[src/verilog/bsr_consts.svh]
// Purpose: Shared constants for the barometric sensor readout
// Assumes: 100 MHz reference clock
// Notes: Command codes, pin indices, timing
`ifndef BSR_CONSTS_SVH
`define BSR_CONSTS_SVH

// ----------------------------------------
// Command codes
// ----------------------------------------
`define BSR_CMD_RESET 8'h1E
`define BSR_CMD_ADC_READ 8'h00
`define BSR_CMD_CONV_P 3'h2
`define BSR_CMD_CALIBRATION_MEMORY_HI 4'hA
`define BSR_OSR_MAX 3'h4

// ----------------------------------------
// I2C address
// ----------------------------------------
`define BSR_I2C_ADDR_HI 6'h3B

// ----------------------------------------
// Synchronised pin indices
// ----------------------------------------
`define BSR_PIN_SCLK 0
`define BSR_PIN_SDI 1
`define BSR_PIN_CSN 2
`define BSR_PIN_PS 3

// ----------------------------------------
// Timing and corruption mask
// ----------------------------------------
`define BSR_CLK_NS 10
`define BSR_CONV_BASE_NS 60000
`define BSR_CORRUPT_MASK 24'hFFFFFF

`endif

[src/verilog/bsr_pkg.sv]
// Purpose: Types for the barometric sensor readout
// Assumes: Nothing beyond the constants header
// Notes: State structs follow the one-struct idiom
package bsr_pkg;

  // ----------------------------------------
  // Link state and command classes
  // ----------------------------------------
  typedef enum logic [2:0] {
    BSR_ST_IDLE = 3'b000,
    BSR_ST_ADDR = 3'b001,
    BSR_ST_CMD = 3'b010,
    BSR_ST_ACK_OUT = 3'b011,
    BSR_ST_TX = 3'b100,
    BSR_ST_ACK_IN = 3'b101,
    BSR_ST_IGNORE = 3'b110
  } bsr_state_t;

  typedef enum logic [2:0] {
    BSR_C_NONE = 3'b000,
    BSR_C_RESET = 3'b001,
    BSR_C_CONV = 3'b010,
    BSR_C_ADC = 3'b011,
    BSR_C_CALIBRATION_MEMORY = 3'b100
  } bsr_cmd_t;

  // ----------------------------------------
  // Carriers
  // ----------------------------------------
  typedef struct packed {
    logic start;
    logic kind;
    logic [2:0] oversampling_ratio;
    logic read;
    logic abort;
  } bsr_conv_req_t;

  typedef struct packed {
    logic busy;
    logic valid;
    logic [23:0] data;
  } bsr_adc_t;

  // ----------------------------------------
  // Module state
  // ----------------------------------------
  typedef struct packed {
    logic busy;
    logic valid;
    logic corrupt;
    logic kind;
    logic [31:0] cnt;
    logic [23:0] data;
  } bsr_conv_st_t;

  typedef struct packed {
    logic [3:0] s1;
    logic [3:0] s2;
    logic [3:0] s3;
    logic [3:0] pin;
    bsr_state_t st;
    logic [2:0] cnt;
    logic [7:0] rx;
    logic [23:0] tx;
    logic skip;
    logic ack_due;
    logic rd;
    logic hold;
    logic sda_oe;
    logic so;
    logic [7:0][15:0] cal;
  } bsr_main_st_t;

endpackage : bsr_pkg

[src/verilog/bsr_conv.sv]
// Purpose: Raw conversion sequencer and result holder
// Assumes: Front-end samples are stable when a conversion ends
// Notes: Conversion time doubles with each oversampling step
`include "bsr_consts.svh"

module bsr_conv
  import bsr_pkg::*;
#(
  parameter int unsigned CONV_BASE_CYC = `BSR_CONV_BASE_NS / `BSR_CLK_NS
)(
  // Clock and reset
  input wire logic ref_clk_i,
  input wire logic sys_rst_i,
  // Requests
  input wire bsr_conv_req_t req_i,
  // Front end
  input wire logic [23:0] adc_pressure_i,
  input wire logic [23:0] adc_temp_i,
  // Result
  output bsr_adc_t adc_o
);

  bsr_conv_st_t r;
  bsr_conv_st_t next_r;
  logic hit;

  // ----------------------------------------
  // Sequencer
  // ----------------------------------------
  always_comb
  begin
    next_r = r;
    hit = r.corrupt | req_i.read;
    if (req_i.start)
    begin
      next_r.corrupt = r.busy;
      next_r.busy = 1'b1;
      next_r.valid = 1'b0;
      next_r.kind = req_i.kind;
      next_r.cnt = 32'(CONV_BASE_CYC) << req_i.oversampling_ratio;
    end
    else if (r.busy)
    begin
      if (req_i.read)
        next_r.corrupt = 1'b1;
      if (r.cnt <= 32'h1)
      begin
        next_r.busy = 1'b0;
        next_r.valid = 1'b1;
        // Wrong on purpose: a mid-conversion read disturbs the modulator
        next_r.data = (r.kind ? adc_temp_i : adc_pressure_i) ^ (hit ? `BSR_CORRUPT_MASK : 24'h000000);
      end
      else
        next_r.cnt = r.cnt - 32'h1;
    end
    else if (req_i.read)
      next_r.valid = 1'b0;
    if (req_i.abort)
    begin
      next_r.busy = 1'b0;
      next_r.valid = 1'b0;
      next_r.corrupt = 1'b0;
    end
  end

  always_ff @(posedge ref_clk_i)
  begin
    if (sys_rst_i)
      r <= '0;
    else
      r <= next_r;
  end

  assign adc_o.busy = r.busy;
  assign adc_o.valid = r.valid;
  assign adc_o.data = r.data;

endmodule : bsr_conv

[src/verilog/bsr_readout.sv]
// Purpose: Command decoder and serial readout for the pressure sensor
// Assumes: Serial clock far slower than ref_clk_i (125 ns period)
// Notes: SPI modes 0 and 3, or I2C, chosen by the protocol pin
`include "bsr_consts.svh"

module bsr_readout
  import bsr_pkg::*;
#(
  parameter int unsigned CONV_BASE_CYC = `BSR_CONV_BASE_NS / `BSR_CLK_NS
)(
  // Clock and reset
  input wire logic ref_clk_i,
  input wire logic sys_rst_i,
  // Serial pins
  input wire logic sclk_i,
  input wire logic serial_in_pin_i,
  output logic serial_in_pin_o,
  output logic serial_in_pin_oe_o,
  input wire logic select_pin_low_active_n_i,
  input wire logic protocol_select_pin_i,
  output logic serial_out_pin_o,
  // Factory fuses and analog front end
  input wire logic [127:0] fuse_words_i,
  input wire logic [23:0] adc_pressure_i,
  input wire logic [23:0] adc_temp_i,
  // Status
  output logic conv_busy_o
);

  bsr_main_st_t r;
  bsr_main_st_t next_r;
  bsr_conv_req_t req;
  bsr_adc_t adc;
  logic [3:0] raw;
  logic rise;
  logic fall;
  logic is_i2c;
  logic i2c_start;
  logic i2c_stop;
  logic [7:0] byte_in;

  // ----------------------------------------
  // Command classification
  // ----------------------------------------
  function automatic bsr_cmd_t classify(input logic [7:0] c);
    bsr_cmd_t k;
    k = BSR_C_NONE;
    if (c == `BSR_CMD_RESET)
      k = BSR_C_RESET;
    else if (c == `BSR_CMD_ADC_READ)
      k = BSR_C_ADC;
    else if (c[7:5] == `BSR_CMD_CONV_P && !c[0] && c[3:1] <= `BSR_OSR_MAX)
      k = BSR_C_CONV;
    else if (c[7:4] == `BSR_CMD_CALIBRATION_MEMORY_HI && !c[0])
      k = BSR_C_CALIBRATION_MEMORY;
    return k;
  endfunction : classify

  // ----------------------------------------
  // Conversion sequencer
  // ----------------------------------------
  bsr_conv #(
    .CONV_BASE_CYC(CONV_BASE_CYC)
  ) u_conv (
    .ref_clk_i(ref_clk_i),
    .sys_rst_i(sys_rst_i),
    .req_i(req),
    .adc_pressure_i(adc_pressure_i),
    .adc_temp_i(adc_temp_i),
    .adc_o(adc)
  );

  assign raw = {protocol_select_pin_i, select_pin_low_active_n_i, serial_in_pin_i, sclk_i};

  // ----------------------------------------
  // Link engine
  // ----------------------------------------
  always_comb
  begin
    next_r = r;
    req = '0;
    next_r.s1 = raw;
    next_r.s2 = r.s1;
    next_r.s3 = r.s2;
    // A level counts only once two late stages agree
    for (int i = 0; i < 4; i++)
    begin
      if (r.s2[i] == r.s3[i])
        next_r.pin[i] = r.s3[i];
    end
    rise = next_r.pin[`BSR_PIN_SCLK] & ~r.pin[`BSR_PIN_SCLK];
    fall = ~next_r.pin[`BSR_PIN_SCLK] & r.pin[`BSR_PIN_SCLK];
    is_i2c = r.pin[`BSR_PIN_PS];
    i2c_start = is_i2c & r.pin[`BSR_PIN_SCLK] & next_r.pin[`BSR_PIN_SCLK]
      & r.pin[`BSR_PIN_SDI] & ~next_r.pin[`BSR_PIN_SDI];
    i2c_stop = is_i2c & r.pin[`BSR_PIN_SCLK] & next_r.pin[`BSR_PIN_SCLK]
      & ~r.pin[`BSR_PIN_SDI] & next_r.pin[`BSR_PIN_SDI];
    byte_in = {r.rx[6:0], next_r.pin[`BSR_PIN_SDI]};

    if (rise)
      next_r.rx = byte_in;

    // Command byte complete
    if (rise && r.st == BSR_ST_CMD)
    begin
      next_r.cnt = r.cnt + 3'h1;
      if (r.cnt == 3'h7)
      begin
        next_r.tx = 24'h000000;
        case (classify(byte_in))
          BSR_C_RESET:
          begin
            next_r.cal = fuse_words_i;
            req.abort = 1'b1;
          end
          BSR_C_CONV:
          begin
            req.start = 1'b1;
            req.kind = byte_in[4];
            req.oversampling_ratio = byte_in[3:1];
          end
          BSR_C_ADC:
          begin
            req.read = 1'b1;
            if (adc.valid && !adc.busy)
              next_r.tx = adc.data;
          end
          BSR_C_CALIBRATION_MEMORY:
            next_r.tx = {r.cal[byte_in[3:1]], 8'h00};
          default:
            next_r.tx = 24'h000000;
        endcase
        if (is_i2c)
          next_r.ack_due = 1'b1;
        else
        begin
          next_r.st = BSR_ST_TX;
          next_r.skip = 1'b1;
        end
      end
    end

    if (!is_i2c)
    begin
      // SPI: select frames the transfer only, conversions run on regardless
      if (r.pin[`BSR_PIN_CSN])
      begin
        next_r.st = BSR_ST_IDLE;
        next_r.cnt = 3'h0;
      end
      else if (r.st == BSR_ST_IDLE)
        next_r.st = BSR_ST_CMD;
      else if (fall && r.st == BSR_ST_TX)
      begin
        // First falling edge after the command is skipped for mode 0
        if (r.skip)
          next_r.skip = 1'b0;
        else
          next_r.tx = {r.tx[22:0], 1'b0};
      end
      next_r.sda_oe = 1'b0;
    end
    else if (i2c_start)
    begin
      next_r.st = BSR_ST_ADDR;
      next_r.cnt = 3'h0;
      next_r.sda_oe = 1'b0;
      next_r.ack_due = 1'b0;
    end
    else if (i2c_stop)
    begin
      next_r.st = BSR_ST_IDLE;
      next_r.sda_oe = 1'b0;
      next_r.ack_due = 1'b0;
    end
    else if (fall && r.ack_due)
    begin
      next_r.ack_due = 1'b0;
      next_r.sda_oe = 1'b1;
      next_r.st = BSR_ST_ACK_OUT;
    end
    else
    begin
      case (r.st)
        BSR_ST_ADDR:
          if (rise)
          begin
            next_r.cnt = r.cnt + 3'h1;
            if (r.cnt == 3'h7)
            begin
              if (byte_in[7:1] == {`BSR_I2C_ADDR_HI, ~r.pin[`BSR_PIN_CSN]})
              begin
                next_r.ack_due = 1'b1;
                next_r.rd = byte_in[0];
              end
              else
                next_r.st = BSR_ST_IGNORE;
            end
          end
        BSR_ST_ACK_OUT:
          if (fall)
          begin
            next_r.cnt = 3'h0;
            if (r.rd)
            begin
              next_r.st = BSR_ST_TX;
              next_r.sda_oe = ~r.tx[23];
            end
            else
            begin
              next_r.st = BSR_ST_CMD;
              next_r.sda_oe = 1'b0;
            end
          end
        BSR_ST_TX:
          if (fall)
          begin
            next_r.tx = {r.tx[22:0], 1'b0};
            next_r.cnt = r.cnt + 3'h1;
            if (r.cnt == 3'h7)
            begin
              next_r.sda_oe = 1'b0;
              next_r.st = BSR_ST_ACK_IN;
            end
            else
              next_r.sda_oe = ~next_r.tx[23];
          end
        BSR_ST_ACK_IN:
          if (rise)
            next_r.hold = next_r.pin[`BSR_PIN_SDI];
          else if (fall)
          begin
            next_r.cnt = 3'h0;
            if (r.hold)
              next_r.st = BSR_ST_IGNORE;
            else
            begin
              next_r.st = BSR_ST_TX;
              next_r.sda_oe = ~r.tx[23];
            end
          end
        default:
          next_r.sda_oe = 1'b0;
      endcase
    end

    next_r.so = ~is_i2c & (next_r.st == BSR_ST_TX) & next_r.tx[23];
  end

  always_ff @(posedge ref_clk_i)
  begin
    if (sys_rst_i)
    begin
      r <= '0;
      r.s1 <= 4'hF;
      r.s2 <= 4'hF;
      r.s3 <= 4'hF;
      r.pin <= 4'hF;
    end
    else
      r <= next_r;
  end

  // ----------------------------------------
  // Outputs
  // ----------------------------------------
  assign serial_out_pin_o = r.so;
  assign serial_in_pin_o = 1'b0;
  assign serial_in_pin_oe_o = r.sda_oe;
  assign conv_busy_o = adc.busy;

endmodule : bsr_readout
[config.mk]
export PLATFORM = sky130hd
export DESIGN_NAME = bsr_readout
export DESIGN_NICKNAME = d
export VERILOG_FILES = /design/src/verilog/bsr_pkg.sv /design/src/verilog/bsr_conv.sv /design/src/verilog/bsr_readout.sv
export VERILOG_INCLUDE_DIRS = /design/src /design/src/verilog
export SDC_FILE = /design/constraint.sdc
export NUM_CORES = 1
export LEC_CHECK = 0
export BUFFER_PORTS_ARGS = -buffer_cell sky130_fd_sc_hd__buf_2
export CAP_MARGIN = 25
export CORE_ASPECT_RATIO = 0.7
export CORE_MARGIN = 2
export CORE_UTILIZATION = 45
export DETAILED_ROUTE_END_ITERATION = 8
export PLACE_DENSITY = 0.78
export REMOVE_ABC_BUFFERS = 1
export SETUP_SLACK_MARGIN = 0.02
export SLEW_MARGIN = 20
export SYNTH_ARGS = -nofsm -noshare
export SYNTH_HDL_FRONTEND = slang
export SYNTH_SLANG_ARGS = --single-unit
[constraint.sdc]
create_clock -name ref_clk_i -period 3 [get_ports ref_clk_i]
set_input_delay 0.75 -clock ref_clk_i [delete_from_list [all_inputs] [get_ports ref_clk_i]]
set_output_delay 0.75 -clock ref_clk_i [all_outputs]
set_load 0.02 [all_outputs]
# After elaboration in Yosys (flattened, before gate mapping)
# Index checks and enable logic that the tools add are counted.
# W data, S select, Z words.
# word_totals
output_inout_bits	4
elab_cells	203
regBits	247
# op_classes
n_eq_ne	27
shift	1
reduce_logical	25
add_sub_neg	2
bitwise_logic	24
mux	91
order_cmp	3
# ops
cell	count
$mux W24	11
$mux W25	3
$mux W32	2
$mux W3	21
$mux W56	1
$mux W26	2
$bmux W16 S3	1
$mux W6	8
$pmux W24 S2	1
$le A32 B1 Y1 const B	1
$shl A13 B3 Y32 const A	1
$sub A32 B1 Y32 const B	1
$mux W1	26
$pmux W6 S4	1
$xor A24 B24 Y24	1
$mux W2	9
$mux W16	1
$eq A3 B2 Y1 const B	5
$eq A3 B3 Y1 const B	5
$mux W7	2
$ne A3 B3 Y1 const B	4
$not A1 Y1	12
$reduce_and A6 Y1	2
$and A1 B1 Y1	10
other kinds (24)	42

# Longest topological paths before layout
# depth
ltp_word	22
depth_mapped	9
ltp_nobuf	8

# Modules after synthesis
# From an unflattened synthesis, not the netlist that was laid out.
# hier_totals
hier_cells	1410
area_unflattened_um2	12203.0
# by_module_without_submodules
module	seq_area_each_um2	area_per_inst_um2	n_inst	cells_per_inst
bsr_readout	3743.6	8569.5	1	1003
bsr_conv	1201.2	3633.5	1	407

# Worst setup path after synthesis
# Ideal clock, no wire load.
# synth_timing
path_type	register -> register
start	reg r[177] (netlist bit)
end	reg u_conv.r (netlist bit u_conv.adc_o[10])
period_less_slack_ps	2266
stages_incl_launch_ff	9
setup_slack_ps	734
required_time_ps	2919
setup_time_ps	81
path_buffers	2
arrival_time_ps	2185
cell_sequence	dfxtp_1 -> maj3_2 -> or3_1 -> buf_2 -> nor4_1 -> nor2_1 -> buf_6 -> xnor2_1 -> a211oi_2
# synth_via
elab_chain_len	17
word_cells_on_any_way	25
cone_classes	eq/ne: 4; mux: 12; bitwise: 3; reduce/logical: 6
# synth_rtl
item	line_no	source
start, declared	bsr_readout.sv:30	bsr_main_st_t r;
start signal, assigned	bsr_readout.sv:261	r <= next_r;
$eq A1 B1 Y1	bsr_readout.sv:88	if (r.s2[i] == r.s3[i])
$mux W1 *	bsr_readout.sv:88	
$logic_not A1 Y1	bsr_readout.sv:52, bsr_readout.sv:54	
$logic_and A1 B1 Y1, on equally long branches	bsr_readout.sv:54, bsr_readout.sv:52	
$mux W3 or $logic_and A1 B1 Y1 (tied branches)	--	
$mux W3	bsr_readout.sv:52	else if (c[7:5] == `BSR_CMD_CONV_P && !c[0] && c[3:1] <= `BSR_OSR_MAX)
$mux W3	bsr_readout.sv:50	else if (c == `BSR_CMD_ADC_READ)
$mux W3 *	bsr_readout.sv:48	if (c == `BSR_CMD_RESET)
$mux W3 *	bsr_readout.sv:107	if (r.cnt == 3'h7)
$mux W3 *	bsr_readout.sv:104	if (rise && r.st == BSR_ST_CMD)
$eq A3 B2 Y1	bsr_readout.sv:110	case (classify(byte_in))
$mux W1	bsr_readout.sv:110	
$mux W7 *	bsr_readout.sv:107	
$mux W7 *	bsr_readout.sv:104	
$or A1 B1 Y1	bsr_conv.sv:33	hit = r.corrupt | req_i.read;
$mux W24	bsr_conv.sv:51	next_r.data = (r.kind ? adc_temp_i : adc_pressure_i) ^ (hit ? `BSR_CORRUPT_MASK : 24'h000000);
$xor A24 B24 Y24	bsr_conv.sv:51	
end signal, assigned	bsr_conv.sv:71	r <= next_r;
end, declared	bsr_conv.sv:23	bsr_conv_st_t r;
# Every way passes the cells marked *; elsewhere a longest branch is shown, timed or not. The select of a mux whose other input is x is not followed.
# A chain may end at the register's enable or synchronous reset.

# Final worst setup path
# layout_timing
start	reg r[166] (netlist bit)
end	reg u_conv.r (netlist bit u_conv.adc_o[4])
# layout_via
elab_chain_len	6
word_cells_on_any_way	8
cone_classes	eq/ne: 1; mux: 3; bitwise: 3; reduce/logical: 1
# layout_rtl
item	line_no
$eq A3 B3 Y1 *	bsr_readout.sv:107
$mux W7 *	bsr_readout.sv:107
$mux W7 *	bsr_readout.sv:104
$or A1 B1 Y1	bsr_conv.sv:33
$mux W24	bsr_conv.sv:51
$xor A24 B24 Y24	bsr_conv.sv:51
# Every way passes the cells marked *; elsewhere a longest branch is shown, timed or not.

==> flow_summary.ini <==
[yosys]
area_share_of_the_largest_cell_type_after_synthesis_pct = 43.1
synth.cell_area_sq_um = 11500
ys.warnings.count = 0
ys_async_sr_fraction_pct = 0
synth-simple-area-share_pct = 22.7
synth_compound_gate_area_share_pct = 16.6
multiplexer_fraction_of_the_synthesized_cell_area_pct = 8.66
synth_top_family_by_area = simple AND/OR/NAND/NOR gates
synth.yosys.seq_area_share_pct = 43.1
syn-instance-count = 1366
synth_fa_ha_area_share_pct = 0.535
postSynthAreaPerCell_sq_um = 8.39
synth_xor_area_share_pct = 3.74
number_of_synthesized_flops_with_an_enable_pin = 0
yosys-top-cells-count = sky130_fd_sc_hd__nand2_1 (347), sky130_fd_sc_hd__dfxtp_1 (247), sky130_fd_sc_hd__a21oi_1 (153), sky130_fd_sc_hd__nor2_1 (103), sky130_fd_sc_hd__clkbuf_1 (75)
ys.flop_type = sky130_fd_sc_hd__dfxtp_1
synthMostInstantiatedCell = sky130_fd_sc_hd__nand2_1
netlist-cell-type-count = 68
ys_seq_elements = 247
synth_top_cells_by_area = sky130_fd_sc_hd__dfxtp_1 (43%), sky130_fd_sc_hd__nand2_1 (11%), sky130_fd_sc_hd__a21oi_1 (6.7%)
synth_largest_area_cell = sky130_fd_sc_hd__dfxtp_1

[clocking]
worst_setup_hold_path_clk_slew_ps = 60
clock_tree.htree_level_count = 1
clock_buffer_count_from_cts = 24
clkLatencyLatePin_ps = 540
cts_hold_repair.buffers = 0
post_cts.resized_instances = 0
tritoncts_num_sinks = 247
cts_setup_buffers = 0
number_of_buffers_on_the_longest_clock_path = 3
clock-root-buffer = sky130_fd_sc_hd__clkbuf_16
tritoncts_clock_tree = done

[power_and_ir_drop]
seqPwrFrac_pct = 50.6
power_frac_clock_pct = 45.6
switchingPower_mw = 1.42
comb_power_share_pct = 3.7
power_leakage_nw = 4.74
peakVddDrop_mv = 0.384
internal_power_mw = 5.08
finalPower_mw = 6.50
netSwitchingFraction_pct = 21.9
power-per-cell-area_nw_per_um2 = 483

[layout]
fraction_of_layout_instances_using_a_drive_strength_above_1_pct = 22.7
layout.nets = 1691
diodes = 0
post_layout_nonfiller_instances = 1846
area_growth_pct = 17.4
fillerInstances = 2312

[global_route]
grt.total_usage_pct = 22.4
grt_overflow_total = 0
wire_length_of_the_first_global_routing_pass_mm = 49.5
grt_max_degree = 134
grt_pass1_vias = 9889
number_of_antenna_violations_at_the_first_check_in_global_routing = 2

[setup_path]
critical_path.reg2reg.endpoint = u_conv.adc_o[4]
timing_worst_setup_path_type = flop to flop
worst-r2r-cell-count = 8
reg2reg_from = r[166]
crit_path_max_fanout = 24
crit_path_dat_ps = 3140
end_kind = flop
timing.critical_path.from_type = flop
required_ps = 3440
setup.reg_to_reg.worst_slack_ps = 300

[timing]
fin_hold_ws_ps = 408
finalSetupViolations = 0
finalCriticalPeriod_ps = 2700
tightest_slew_ps = 1000
highest_achievable_clock_rate_mhz = 370
unrepaired_setup_endpoints_after_global_routing = false
final_clock_period_utilization_by_the_worst_path_pct = 90.2
final-hold-violation-count = 0
slew_viol_final = 0
post-route-worst-setup-slack_ps = 295
clock_skew_ps = 28.1
setup_total_negative_slack_ps = 0
timing.slew.headroom_pct = 32.9

[detailed_routing]
avgRoutedWirePerCell_microns = 16.3
avgViaCountPerCell = 5.54
totalWireLength_mm = 30.0
detailedRoute.firstPassIterationCount = 5
route.antenna.remaining_nets = 0
detail_route.iter0.violations = 942
drcViolationCount = 0
num_vias = 10200

[run]
timing.max_cap.violations = 0

[placement]
dpl.cell_count = 1804
port-buffer-count = 184
pre_cts_ws_ps = 314
detailed_place_hpwl_mm = 20.7
finalWeightedCongestion = 0.902

[min_path]
hold_path_startpoint = next_r[181]
hold_path_class = flop to flop
timing.hold.worst_path_depth = 1
worstHoldEndpoint = next_r[177]

[status]
run_status = complete, no violations

[floorplan]
coreArea_sq_um = 24900
dieHeight_microns = 138
placement_rows = 48
die-area_sq_um = 26800
floorplan.initialDensity_pct = 46.1
die-width_microns = 195
ioPinCount = 186
## stage by stage
step                instance area, sq um  utilization [%]
floorplan                          11000                -
global placement                   12700             51.0
detailed placement                 12700             51.0
CTS                                13500             54.1
global route                       13500             54.1
finish                             13500             54.1
## kinds of logic (layout without fill, tap and decap cells)
group | count (synthesis) | after routing
xor gates and xnor gates | 49 | 49
adders and majority gates | 5 | 5
muxes | 59 | 59
AOI/OAI and AO/OA | 288 | 288
buffers and inverters | 119 | 274
and+or+nand+nor | 598 | 598
DFF | 247 | 247
other | 1 | 1
## area by class of cell
class	instances	area (sq um)	share of cell area (%)
Clock inverter	7	91.3	0.679
Tap cell	325	407	3.02
Multi-Input combinational cell	1000	6020	44.7
Inverter	7	26.3	0.195
Timing Repair Buffer	225	1280	9.55
Clock buffer	35	682	5.07
Sequential cell	247	4950	36.8
## placed cells by master, fill, tap and decap left out, types with 3 or more instances in the layout
cell	instances
sky130_fd_sc_hd__buf_12	4
sky130_fd_sc_hd__ha_1	4
sky130_fd_sc_hd__nor4b_1	3
sky130_fd_sc_hd__xor2_1	7
sky130_fd_sc_hd__clkbuf_8	4
sky130_fd_sc_hd__a221oi_1	17
sky130_fd_sc_hd__buf_2	183
sky130_fd_sc_hd__or4_1	5
sky130_fd_sc_hd__a311oi_1	9
sky130_fd_sc_hd__clkbuf_1	7
sky130_fd_sc_hd__xnor2_1	42
sky130_fd_sc_hd__nor3_1	30
sky130_fd_sc_hd__nand2b_1	4
sky130_fd_sc_hd__nand3b_1	6
sky130_fd_sc_hd__o31ai_1	4
sky130_fd_sc_hd__nor2_1	101
sky130_fd_sc_hd__nand3_1	37
sky130_fd_sc_hd__nor2b_1	4
sky130_fd_sc_hd__nand2_1	347
sky130_fd_sc_hd__dfxtp_1	244
sky130_fd_sc_hd__nor4_1	10
sky130_fd_sc_hd__dfxtp_2	3
sky130_fd_sc_hd__a21oi_1	153
sky130_fd_sc_hd__buf_4	37
sky130_fd_sc_hd__mux2i_1	26
sky130_fd_sc_hd__or3_1	10
sky130_fd_sc_hd__o41ai_1	17
sky130_fd_sc_hd__clkinv_2	3
sky130_fd_sc_hd__nand4_1	4
sky130_fd_sc_hd__clkbuf_16	24
sky130_fd_sc_hd__o21ai_0	20
sky130_fd_sc_hd__a211oi_1	17
sky130_fd_sc_hd__or2_2	17
sky130_fd_sc_hd__a211oi_2	20
sky130_fd_sc_hd__inv_1	6
sky130_fd_sc_hd__mux4_2	32
sky130_fd_sc_hd__a31oi_1	5
## worst max path at each step
stage | depth (start not counted) | from | slack (ps) | to
floorplan | 4 | byte_in[2] | -4580 | r[0]
global placement | 7 | u_conv.r[45] | 470 | u_conv.adc_o[2]
detailed placement | 8 | r[166] | 310 | u_conv.adc_o[4]
CTS | 8 | r[166] | 290 | u_conv.adc_o[4]
global route | 8 | r[166] | 150 | u_conv.adc_o[2]
finish | 8 | r[166] | 300 | u_conv.adc_o[4]
## sequential cells by signal, summed over array words and instances, names as in the netlist
signal and cells:
r 169, is_i2c 1, serial_out_pin_o 1, u_conv.adc_o 26
byte_in 7, serial_in_pin_oe_o 1, u_conv.r 34, next_r 8
## critical path: stages, from the launching register on
cell and delay [ps]:
sky130_fd_sc_hd__dfxtp_1 330, sky130_fd_sc_hd__ha_1 210, sky130_fd_sc_hd__ha_1 280, sky130_fd_sc_hd__nand4_1 320, sky130_fd_sc_hd__nor4_1 90, sky130_fd_sc_hd__buf_4 160, sky130_fd_sc_hd__nor2_4 750, sky130_fd_sc_hd__xnor2_1 210
sky130_fd_sc_hd__a211oi_2 260
## power groups by stage
stage          combinational, mW  clock [mW]  sequential, mW
3_3_place_gp               0.242           0            3.36
5_1_grt                    0.267        3.15            3.29
4_1_cts                    0.245        3.01            3.29
2_1_floorplan             0.0500           0            3.36
6_report                   0.243        2.96            3.29
3_5_place_dp               0.243           0            3.36
## per-layer routing
metal / part of all wire [%] / GRT usage (%) / routed length, microns / vias up
li1: - / - / - / 5035
met1: 46 / 31.5 / 13900 / 4804
met2: 45 / 36.1 / 13400 / 346
met3: 7.4 / 4.16 / 2230 / 40
met4: 1.8 / 5.34 / 551 / 0
met5: 0 / 0 / 0 / -
Note: power is estimated with default switching activity, not from simulation.
